File: src/verilog/ppk_pkg.sv
package ppk_pkg;
   // register page offsets
   localparam logic [7:0] PPK_OFF_PORT_A_LATCH = 8'h00;
   localparam logic [7:0] PPK_OFF_PORT_B_LATCH = 8'h01;
   localparam logic [7:0] PPK_OFF_PORT_C_LATCH = 8'h02;
   localparam logic [7:0] PPK_OFF_PORT_D_INPUTS = 8'h03;
   localparam logic [7:0] PPK_OFF_PORT_A_DIRECTION = 8'h04;
   localparam logic [7:0] PPK_OFF_PORT_B_DIRECTION = 8'h05;
   localparam logic [7:0] PPK_OFF_PORT_C_DIRECTION = 8'h06;
   // reset values
   localparam logic [7:0] PPK_RST_DIRECTION = 8'h00;
   localparam logic [7:0] PPK_RST_LATCH = 8'h00;
   // port d: bit 6 absent, serial pin ownership masks
   localparam logic [7:0] PPK_PD_PRESENT_MASK = 8'hBF;
   localparam logic [7:0] PPK_PD_SCI_MASK = 8'h03;
   localparam logic [7:0] PPK_PD_SPI_MASK = 8'h3C;
   localparam int PPK_PD_RXD_BIT = 0;
   localparam int PPK_PD_TXD_BIT = 1;
   localparam int PPK_PD_MISO_BIT = 2;
   localparam int PPK_PD_MOSI_BIT = 3;
   localparam int PPK_PD_SCK_BIT = 4;
   localparam int PPK_PD_SS_BIT = 5;
   // tone pins are port a bits 4..7
   localparam logic [7:0] PPK_TONE_MASK = 8'hF0;
   // default tone divider ratio in system clocks
   localparam int PPK_TONE_DIV_DEFAULT = 1000;
   typedef enum logic [1:0] {
      PPK_IRQ_IDLE = 2'b01,
      PPK_IRQ_ARMED = 2'b10
   } ppk_irq_state_t;
endpackage

File: src/verilog/ppk_sync.sv
`timescale 1ns/100ps
`default_nettype none
// two-flop synchroniser for a bus of pin levels
module ppk_sync #(
   parameter int WIDTH = 8,
   parameter logic [WIDTH-1:0] INIT = '1
) (
   input wire logic sys_clk_i,
   input wire logic rst_i,
   input wire logic [WIDTH-1:0] async_i,
   output logic [WIDTH-1:0] sync_o
);
   logic [WIDTH-1:0] meta_reg;
   logic [WIDTH-1:0] sync_reg;

   always_ff @(posedge sys_clk_i) begin
      if (rst_i) begin
         meta_reg <= INIT;
         sync_reg <= INIT;
      end else begin
         meta_reg <= async_i;
         sync_reg <= meta_reg;
      end
   end

   assign sync_o = sync_reg;
endmodule
`default_nettype wire

File: src/verilog/ppk_ports.sv
`timescale 1ns/100ps
`default_nettype none
module ppk_ports
   import ppk_pkg::*;
#(
   parameter bit TONE_OPTION = 1'b1,
   parameter bit OPEN_DRAIN_OPTION = 1'b0,
   parameter bit KEYBOARD_OPTION = 1'b1,
   parameter bit LEVEL_SENSE = 1'b0,
   parameter int TONE_DIV = PPK_TONE_DIV_DEFAULT
) (
   input wire logic sys_clk_i,
   input wire logic rst_i,
   // processor register page access
   input wire logic [7:0] cpu_addr_i,
   input wire logic cpu_wr_i,
   input wire logic cpu_rd_i,
   input wire logic [7:0] cpu_wdata_i,
   output logic [7:0] cpu_rdata_o,
   // processor interrupt handshake
   input wire logic int_mask_i,
   input wire logic instr_end_i,
   input wire logic int_ack_i,
   output logic ext_int_req_o,
   output logic int_line_high_o,
   // pins
   input wire logic [7:0] port_a_pin_i,
   output logic [7:0] port_a_pin_o,
   output logic [7:0] port_a_pin_oe_n_o,
   input wire logic [7:0] port_b_pin_i,
   output logic [7:0] port_b_pin_o,
   output logic [7:0] port_b_pin_oe_n_o,
   output logic [7:0] port_b_pullup_o,
   input wire logic [7:0] port_c_pin_i,
   output logic [7:0] port_c_pin_o,
   output logic [7:0] port_c_pin_oe_n_o,
   input wire logic [7:0] port_d_pin_i,
   input wire logic irq_pin_n_i,
   // serial interface enables and data
   input wire logic sci_enable_i,
   input wire logic spi_enable_i,
   output logic sci_rx_o,
   output logic spi_miso_o,
   output logic spi_mosi_o,
   output logic spi_sck_o,
   output logic spi_ss_n_o
);
   ////////////////////////////////////////////////////////////////////////
   logic [7:0] latch_a_reg, latch_b_reg, latch_c_reg;
   logic [7:0] dir_a_reg, dir_b_reg, dir_c_reg;
   logic [7:0] rdata_reg;
   logic [7:0] sa, sb, sc, sd;
   logic irq_sync;
   logic tone_reg;
   logic [31:0] tone_cnt_reg;
   logic pending_reg;
   ppk_irq_state_t irq_state_reg, irq_state_next;

   ppk_sync #(.WIDTH(33), .INIT('1)) u_sync (
      .sys_clk_i(sys_clk_i),
      .rst_i(rst_i),
      .async_i({irq_pin_n_i, port_d_pin_i, port_c_pin_i, port_b_pin_i, port_a_pin_i}),
      .sync_o({irq_sync, sd, sc, sb, sa})
   );

   ////////////////////////////////////////////////////////////////////////
   // register writes
   wire wr_a = cpu_wr_i && cpu_addr_i == PPK_OFF_PORT_A_LATCH;
   wire wr_b = cpu_wr_i && cpu_addr_i == PPK_OFF_PORT_B_LATCH;
   wire wr_c = cpu_wr_i && cpu_addr_i == PPK_OFF_PORT_C_LATCH;
   wire wr_da = cpu_wr_i && cpu_addr_i == PPK_OFF_PORT_A_DIRECTION;
   wire wr_db = cpu_wr_i && cpu_addr_i == PPK_OFF_PORT_B_DIRECTION;
   wire wr_dc = cpu_wr_i && cpu_addr_i == PPK_OFF_PORT_C_DIRECTION;

   always_ff @(posedge sys_clk_i) begin
      if (rst_i) begin
         dir_a_reg <= PPK_RST_DIRECTION;
         dir_b_reg <= PPK_RST_DIRECTION;
         dir_c_reg <= PPK_RST_DIRECTION;
         latch_a_reg <= PPK_RST_LATCH;
         latch_b_reg <= PPK_RST_LATCH;
         latch_c_reg <= PPK_RST_LATCH;
      end else begin
         if (wr_a) latch_a_reg <= cpu_wdata_i;
         if (wr_b) latch_b_reg <= cpu_wdata_i;
         if (wr_c) latch_c_reg <= cpu_wdata_i;
         if (wr_da) dir_a_reg <= cpu_wdata_i;
         if (wr_db) dir_b_reg <= cpu_wdata_i;
         if (wr_dc) dir_c_reg <= cpu_wdata_i;
      end
   end

   ////////////////////////////////////////////////////////////////////////
   // read path: output pins read latch, input pins read the pin
   wire [7:0] rd_a = (dir_a_reg & latch_a_reg) | (~dir_a_reg & sa);
   wire [7:0] rd_b = (dir_b_reg & latch_b_reg) | (~dir_b_reg & sb);
   wire [7:0] rd_c = (dir_c_reg & latch_c_reg) | (~dir_c_reg & sc);
   wire [7:0] pd_owned = (sci_enable_i ? PPK_PD_SCI_MASK : 8'h00) | (spi_enable_i ? PPK_PD_SPI_MASK : 8'h00);
   wire [7:0] rd_d = sd & PPK_PD_PRESENT_MASK & ~pd_owned;
   logic [7:0] rd_mux;

   always_comb begin
      case (cpu_addr_i)
         PPK_OFF_PORT_A_LATCH: rd_mux = rd_a;
         PPK_OFF_PORT_B_LATCH: rd_mux = rd_b;
         PPK_OFF_PORT_C_LATCH: rd_mux = rd_c;
         PPK_OFF_PORT_D_INPUTS: rd_mux = rd_d;
         PPK_OFF_PORT_A_DIRECTION: rd_mux = dir_a_reg;
         PPK_OFF_PORT_B_DIRECTION: rd_mux = dir_b_reg;
         PPK_OFF_PORT_C_DIRECTION: rd_mux = dir_c_reg;
         default: rd_mux = 8'h00;
      endcase
   end

   always_ff @(posedge sys_clk_i) begin
      if (rst_i) begin
         rdata_reg <= 8'h00;
      end else if (cpu_rd_i) begin
         rdata_reg <= rd_mux;
      end
   end
   assign cpu_rdata_o = rdata_reg;

   ////////////////////////////////////////////////////////////////////////
   // tone divider; a full period every 2*TONE_DIV clocks
   always_ff @(posedge sys_clk_i) begin
      if (rst_i) begin
         tone_cnt_reg <= 32'h00000000;
         tone_reg <= 1'b0;
      end else if (tone_cnt_reg == 32'(TONE_DIV - 1)) begin
         tone_cnt_reg <= 32'h00000000;
         tone_reg <= ~tone_reg;
      end else begin
         tone_cnt_reg <= tone_cnt_reg + 32'h00000001;
      end
   end

   ////////////////////////////////////////////////////////////////////////
   // pin drivers; enables are active low
   wire [7:0] tone_sel = TONE_OPTION ? (PPK_TONE_MASK & latch_a_reg & dir_a_reg) : 8'h00;
   wire [7:0] a_level = (latch_a_reg & ~tone_sel) | (tone_sel & {8{tone_reg}});
   // open drain: tone pins only drive high, a low lets the wire-or pull down
   wire [7:0] a_od = (TONE_OPTION && OPEN_DRAIN_OPTION) ? (PPK_TONE_MASK & dir_a_reg) : 8'h00;
   assign port_a_pin_o = a_level;
   assign port_a_pin_oe_n_o = ~(dir_a_reg & ~(a_od & ~a_level));
   assign port_b_pin_o = latch_b_reg;
   assign port_b_pin_oe_n_o = ~dir_b_reg;
   assign port_c_pin_o = latch_c_reg;
   assign port_c_pin_oe_n_o = ~dir_c_reg;
   assign port_b_pullup_o = KEYBOARD_OPTION ? ~dir_b_reg : 8'h00;

   // port d lines feed the serial blocks and the read path; never driven here
   assign sci_rx_o = sd[PPK_PD_RXD_BIT];
   assign spi_miso_o = sd[PPK_PD_MISO_BIT];
   assign spi_mosi_o = sd[PPK_PD_MOSI_BIT];
   assign spi_sck_o = sd[PPK_PD_SCK_BIT];
   assign spi_ss_n_o = sd[PPK_PD_SS_BIT];

   ////////////////////////////////////////////////////////////////////////
   // combined interrupt line, active low sources
   wire [7:0] kb_src = KEYBOARD_OPTION ? (~sb & ~dir_b_reg) : 8'h00;
   wire any_low = ~irq_sync | (|kb_src);
   assign int_line_high_o = ~any_low;

   // edge detector rearms only after every source is high
   wire fall_evt = (irq_state_reg == PPK_IRQ_ARMED) && any_low;
   always_comb begin
      case (irq_state_reg)
         PPK_IRQ_IDLE: irq_state_next = any_low ? PPK_IRQ_IDLE : PPK_IRQ_ARMED;
         PPK_IRQ_ARMED: irq_state_next = any_low ? PPK_IRQ_IDLE : PPK_IRQ_ARMED;
         default: irq_state_next = PPK_IRQ_IDLE;
      endcase
   end

   // level mode requests while any source is low
   wire set_req = LEVEL_SENSE ? any_low : fall_evt;
   // service needs instruction end and a clear mask; a set wins over ack
   wire serve = pending_reg && instr_end_i && !int_mask_i;

   always_ff @(posedge sys_clk_i) begin
      if (rst_i) begin
         irq_state_reg <= PPK_IRQ_IDLE;
         pending_reg <= 1'b0;
      end else begin
         irq_state_reg <= irq_state_next;
         if (set_req) begin
            pending_reg <= 1'b1;
         end else if (int_ack_i) begin
            pending_reg <= 1'b0;
         end
      end
   end
   assign ext_int_req_o = serve;

   ////////////////////////////////////////////////////////////////////////
   a_dir_reset: assert property (@(posedge sys_clk_i) rst_i |=> (dir_a_reg == 8'h00 && dir_b_reg == 8'h00 && dir_c_reg == 8'h00)) else $error("direction not cleared by reset");
   a_latch_load: assert property (@(posedge sys_clk_i) disable iff (rst_i)
      (cpu_wr_i && cpu_addr_i == 8'h00) |=> latch_a_reg == $past(cpu_wdata_i)) else $error("latch a not loaded");
   a_out_drive: assert property (@(posedge sys_clk_i) disable iff (rst_i)
      port_c_pin_oe_n_o == ~dir_c_reg && port_c_pin_o == latch_c_reg) else $error("port c drive wrong");
   a_read_latch: assert property (@(posedge sys_clk_i) disable iff (rst_i)
      (cpu_rd_i && cpu_addr_i == 8'h02 && dir_c_reg == 8'hFF && !cpu_wr_i) |=> cpu_rdata_o == latch_c_reg) else $error("output read not latch");
   a_dir_readback: assert property (@(posedge sys_clk_i) disable iff (rst_i)
      (cpu_wr_i && cpu_addr_i == 8'h05) ##1 (cpu_rd_i && !cpu_wr_i && cpu_addr_i == 8'h05) |=> cpu_rdata_o == $past(cpu_wdata_i, 2)) else $error("direction readback wrong");
   a_pd_bit6: assert property (@(posedge sys_clk_i) disable iff (rst_i)
      $rose(cpu_rd_i) |=> cpu_rdata_o[6] == 1'b0 || $past(cpu_addr_i) != 8'h03) else $error("port d bit 6 set");
   a_pullup_off: assert property (@(posedge sys_clk_i) disable iff (rst_i)
      (port_b_pullup_o & dir_b_reg) == 8'h00) else $error("pullup on output pin");
   a_mask_block: assert property (@(posedge sys_clk_i) disable iff (rst_i)
      int_mask_i |-> !ext_int_req_o) else $error("request while masked");
   a_edge_once: assert property (@(posedge sys_clk_i) disable iff (rst_i)
      (!LEVEL_SENSE && set_req) |=> !set_req) else $error("edge mode repeated request");
endmodule
`default_nettype wire

File: config.mk
export PLATFORM = sky130hd
export DESIGN_NAME = ppk_ports
export DESIGN_NICKNAME = d
export VERILOG_FILES = /design/src/verilog/ppk_pkg.sv /design/src/verilog/ppk_sync.sv /design/src/verilog/ppk_ports.sv
export SDC_FILE = /design/constraint.sdc
export NUM_CORES = 1
export LEC_CHECK = 0
export BUFFER_PORTS_ARGS = -buffer_cell sky130_fd_sc_hd__buf_2
export CAP_MARGIN = 20
export CORE_MARGIN = 1.5
export CORE_UTILIZATION = 40
export CTS_BUF_LIST = sky130_fd_sc_hd__clkbuf_8
export CTS_CLUSTER_DIAMETER = 200
export DETAILED_ROUTE_END_ITERATION = 6
export GPL_TIMING_DRIVEN = 0
export PLACE_DENSITY = 0.66
export SYNTH_ARGS = -nofsm -noshare
export SYNTH_HDL_FRONTEND = slang
export SYNTH_SLANG_ARGS = --single-unit
File: constraint.sdc
create_clock -name sys_clk_i -period 3.1 [get_ports sys_clk_i]
set_clock_uncertainty 0.2 [all_clocks]
set_input_delay 0.31 -clock sys_clk_i [delete_from_list [all_inputs] [get_ports sys_clk_i]]
set_output_delay 0.31 -clock sys_clk_i [all_outputs]
set_load 0.05 [all_outputs]
---- Word level (Yosys, flattened, before mapping) ----
Cells that the tools add are included.
Widths: inputs -> output; s select.
operators by class
  equal/unequal tests ..................... 9
  mux-type cells .......................... 6
  bitwise logic cells ..................... 27
  reductions and logical operators ........ 16
  add/subtract/negate cells ............... 1
operators with widths
  kind                   count
  $and 8x8->8            11
  $pmux 8 s7             1
  $not 8->8              5
  $add 32x1->32 const B  1
  $eq 32x10->1 const B   1
  $or 8x8->8             4
  $eq 8x3->1 const B     3
  $eq 8x2->1 const B     2
  $logic_and 1x1->1      9
  $eq 8x1->1 const B     1
  $logic_not 8->1        1
  $not 6->8              1
  $reduce_or 8->1        1
  $mux 6                 1
  $or 2x6->6             1
  $reduce_or 2->1        3
  $mux 2                 2
  $not 1->1              4
  $eq 2x1->1 const B     1
  $eq 2x2->1 const B     1
  $mux 1                 2
  $reduce_bool 2->1      1
  $logic_not 1->1        1
  $or 1x1->1             1
storage, ports and cells
  output and inout bits ................... 71
  register bits after elaboration ......... 158
  input bits .............................. 58
  word-level logic and storage cells ...... 72

---- Depth between registers and ports, before layout ----
  depth in word-level cells ............... 6
  gate-level depth with buffers ........... 8
  gate-level depth less buffers ........... 6

---- Cells and area by module ----
From an unflattened synthesis, not the netlist that was laid out.
unflattened totals
  cells, all modules ...................... 683
  area, all modules ....................... 6348.6 um2
by module, submodules not included
  module     cells an instance  area an instance (um2)  instances
  ppk_ports  544                4550.6                  1
  ppk_sync   139                1798.0                  1

---- Least setup slack after synthesis ----
OpenSTA, ideal clock, no wires.
  path kind ............................... input to register
  from .................................... input port cpu_addr_i[5]
  to ...................................... register dir_c_reg[0]
  slack ................................... 0.896 ns
  setup time .............................. 0.128 ns
  arrival ................................. 1.877 ns
  cell stages on the path ................. 6
  cell sequence ........................... or4_4 or2_0 buf_6 nor3_4 mux2i_1 nor2_1
on the way
  longest elaborated chain between the ends .. 2
ends and longest elaborated chain
  what                  line             source
  start, declared       ppk_ports.sv:15  input wire logic [7:0] cpu_addr_i,
  $eq 8x3->1            ppk_ports.sv:73  wire wr_dc = cpu_wr_i && cpu_addr_i == PPK_OFF_PORT_C_DIRECTION;
  $logic_and 1x1->1     ppk_ports.sv:73
  end signal, assigned  ppk_ports.sv:89  if (wr_dc) dir_c_reg <= cpu_wdata_i;
  end, declared         ppk_ports.sv:50  logic [7:0] dir_a_reg, dir_b_reg, dir_c_reg;
No other way between the ends.
A chain may end at the register's enable or synchronous reset.

---- Worst setup path after layout ----
  from .................................... register dir_b_reg[3]
  to ...................................... output port int_line_high_o
on the way
  longest elaborated chain between the ends .. 5
ends and longest elaborated chain
  what                    line              source
  start, declared         ppk_ports.sv:50
  start signal, assigned  ppk_ports.sv:88   if (wr_db) dir_b_reg <= cpu_wdata_i;
  $not 8->8               ppk_ports.sv:161  wire [7:0] kb_src = KEYBOARD_OPTION ? (~sb & ~dir_b_reg) : 8'h00;
  $and 8x8->8             ppk_ports.sv:161
  $reduce_or 8->1         ppk_ports.sv:162  wire any_low = ~irq_sync | (|kb_src);
  $or 1x1->1              ppk_ports.sv:162
  $not 1->1               ppk_ports.sv:163  assign int_line_high_o = ~any_low;
  end, declared           ppk_ports.sv:25   output logic int_line_high_o,
No other way between the ends.

==> flow_summary.json <==
{
  "leakagePower_uw": 0.003096,
  "start_util_pct": 41.39,
  "io_buffers": 125,
  "setup_viol": 0,
  "r2r_cells": 8,
  "worst_pin_slew_ns": 1.153,
  "total_power_uw": 4046,
  "nets": 954,
  "yosysSeqAreaShare_pct": 49.09,
  "p_switching_uw": 966.5,
  "fillers": 1436,
  "num_rows": 45,
  "cts-buffers-inserted": 17,
  "p_clk_share_pct": 41.7,
  "status": "completed",
  "finalHoldViolCount": 0,
  "cp_cell_sequence": "o22ai_1 > nor4_1 > o211ai_1 > inv_1 > buf_2",
  "track_usage_pct": 21.59,
  "fp.dieH_um": 129.1,
  "ys_ff_latch": 156,
  "fin_tns_setup_ns": 0,
  "power.density_nw_per_um2": 498.7,
  "ctsLongestPathBuffers": 2,
  "r2r-start": "tone_cnt_reg[0]$_SDFF_PP0_",
  "grt_pass1_wl_mm": 26.93,
  "cap_violations": 0,
  "ant_nets": 0,
  "switching_share_pct": 23.89,
  "critPathMaxFanout": 5,
  "clock-sinks": 156,
  "holdPathStages": 4,
  "crit_cells": 5,
  "hold_class": "in2reg",
  "syn2layout_area_growth_pct": 27.51,
  "dr.pass1.iters": 5,
  "clk_pin_slew_ns": 0.08,
  "num_antenna_cells": 0,
  "post-route-min-period_ns": 2.500,
  "final_cell_mix": "dfxtp_1 (156), buf_2 (126), nor2_1 (77)",
  "ir_worst_vdd_uv": 253.0,
  "pwr-share-seq_pct": 51.2,
  "synth_flop_cell": "dfxtp_1",
  "synth_area_per_cell_sq_um": 8.986,
  "drtIter0Drc": 311,
  "root_buffer": "clkbuf_8",
  "internal_power_uw": 3079,
  "syn-cell-area_sq_um": 6362,
  "synthCells": 708,
  "cts_tree": "built",
  "endpoint_kind": "primary output",
  "grt-ovfl-total": 0,
  "fmax_mhz": 400.0,
  "yosysWarnings": 0,
  "slowest_delay_ns": 0.46,
  "drive_gt1_share_pct": 27.89,
  "startpoint": "dir_b_reg[3]$_SDFFE_PP0P_",
  "layout_commonest_cell": "dfxtp_1",
  "cts_setup_buffers": 0,
  "antenna_found_initial": 0,
  "routed_via_density": 4.985,
  "cts_hold_buf": 42,
  "fin_crit_sh_pct": 80.65,
  "cp_top_family": "flip-flops",
  "clock_latency_ns": 0.46,
  "routedWlPerCell_um": 15.71,
  "routed_wl_mm": 17.56,
  "grt_max_degree": 17,
  "arrival_ns": 1.99,
  "relSlewSlack_pct": 22.40,
  "hpwl_mm": 12.78,
  "fin_util_pct": 52.78,
  "p_comb_share_pct": 7.2,
  "synth_cell_type_count": 48,
  "drv_slew": 0,
  "r2r-end": "tone_cnt_reg[26]$_SDFF_PP0_",
  "place.gp.congestion": 0.9563,
  "required_ns": 2.59,
  "critical_path.endpoint": "int_line_high_o",
  "criticalPathCategory": "reg2out",
  "rsz0062_at_grt": "no",
  "dieWidth_um": 129.1,
  "start_kind": "flop",
  "coreArea_sq_um": 15370,
  "cts_resized": 0,
  "die_area_sq_um": 16670,
  "io_pins": 129,
  "drc": 0,
  "synthArstFlopShare_pct": 0,
  "critPathBufInv": 2,
  "syn-num-nets": 768,
  "htree_levels": 4,
  "cp_slowest_cell": "dfxtp_1",
  "synth_edf_count": 0,
  "grt_pass1_vias": 5139,
  "regToRegSetupSlack_ns": 0.70,
  "dp_cells": 1044,
  "dr_total_vias": 5573,
  "final_cells": 1118
}
[logic make-up (layout without fill, tap and decap cells)]
kind of cell               after synthesis  after routing  synth area share (%)
and+or+nand+nor                        303            303                 25.49
DFF                                    156            156                 49.09
AOI/OAI and AO/OA                      100            100                 9.951
buffers and inverters                   86            285                 5.919
muxes                                   39             39                 6.136
xor gates and xnor gates                22             22                 3.028
adders and majority gates                2              2                0.3933
[how the worst min path moves through the flow]
stage,endpoint,startpoint
2_1_floorplan,u_sync.sync_o[0]$_SDFF_PP1_,u_sync.meta_reg[0]$_SDFF_PP1_
3_3_place_gp,u_sync.sync_o[4]$_SDFF_PP1_,u_sync.meta_reg[4]$_SDFF_PP1_
3_5_place_dp,u_sync.sync_o[21]$_SDFF_PP1_,u_sync.meta_reg[21]$_SDFF_PP1_
4_1_cts,cpu_rdata_o[6]$_SDFFE_PP0P_,cpu_rd_i
5_1_grt,cpu_rdata_o[1]$_SDFFE_PP0P_,cpu_rd_i
6_report,cpu_rdata_o[1]$_SDFFE_PP0P_,cpu_rd_i
[power by group through the flow]
stage               registers [uW]  logic [uW]  clock network [uW]
global placement              2120         245                   0
global route                  2070         315                1790
finish                        2070         290                1690
detailed placement            2120         247                   0
CTS                           2070         288                1700
floorplan                     2120         139                   0
[tightest hold or removal path, cell delays in order]
cell,delay (ns)
buf_2,0.13
inv_1,0.10
nand2_1,0.07
a21oi_1,0.05
[cell type report]
| class | count | area, sq um | share of cell area (%) |
|---|---|---|---|
| buffer | 47 | 230.2 | 2.838 |
| tap | 211 | 264.0 | 3.254 |
| clock inverter | 14 | 192.7 | 2.375 |
| timing repair buffer | 167 | 1046 | 12.89 |
| multi-input combinational | 466 | 2863 | 35.29 |
| sequential | 156 | 3123 | 38.49 |
| clock buffer | 18 | 247.7 | 3.054 |
| inverter | 39 | 146.4 | 1.804 |
[cells in the mapped netlist (12+ instances only)]
library cell / count / area share, %
or2_2: 66 / 6.5
buf_4: 12 / 1.4
nand4_1: 15 / 1.5
clkbuf_1: 33 / 1.9
a21oi_1: 35 / 2.8
nor2_1: 77 / 4.5
o21ai_0: 23 / 1.8
nor4_1: 14 / 1.4
dfxtp_1: 156 / 49
nand2_1: 58 / 3.4
nand3_1: 13 / 1.0
mux2i_1: 39 / 6.1
inv_1: 39 / 2.3
[through the flow]
stage | hold slack [ns] | instance area, sq um | worst slack [ns]
3_5_place_dp | 0.1923 | 7252 | 0.4660
3_3_place_gp | 0.1909 | 7252 | 0.4746
5_1_grt | 0.04978 | 8113 | 0.5349
4_1_cts | 0.03490 | 8113 | 0.6132
6_report | 0.04728 | 8113 | 0.5998
2_1_floorplan | 0.1895 | 6362 | 0.8957
[per-layer routing]
layer / vias to the layer above / wire length [um] / global-route usage (%)
li1: 2760 / - / -
met1: 2568 / 7884 / 27.12
met2: 202 / 7957 / 34.07
met3: 43 / 1110 / 6.069
met4: 0 / 611 / 10.77
met5: - / 0 / 0
(Power assumes the default switching activity.)
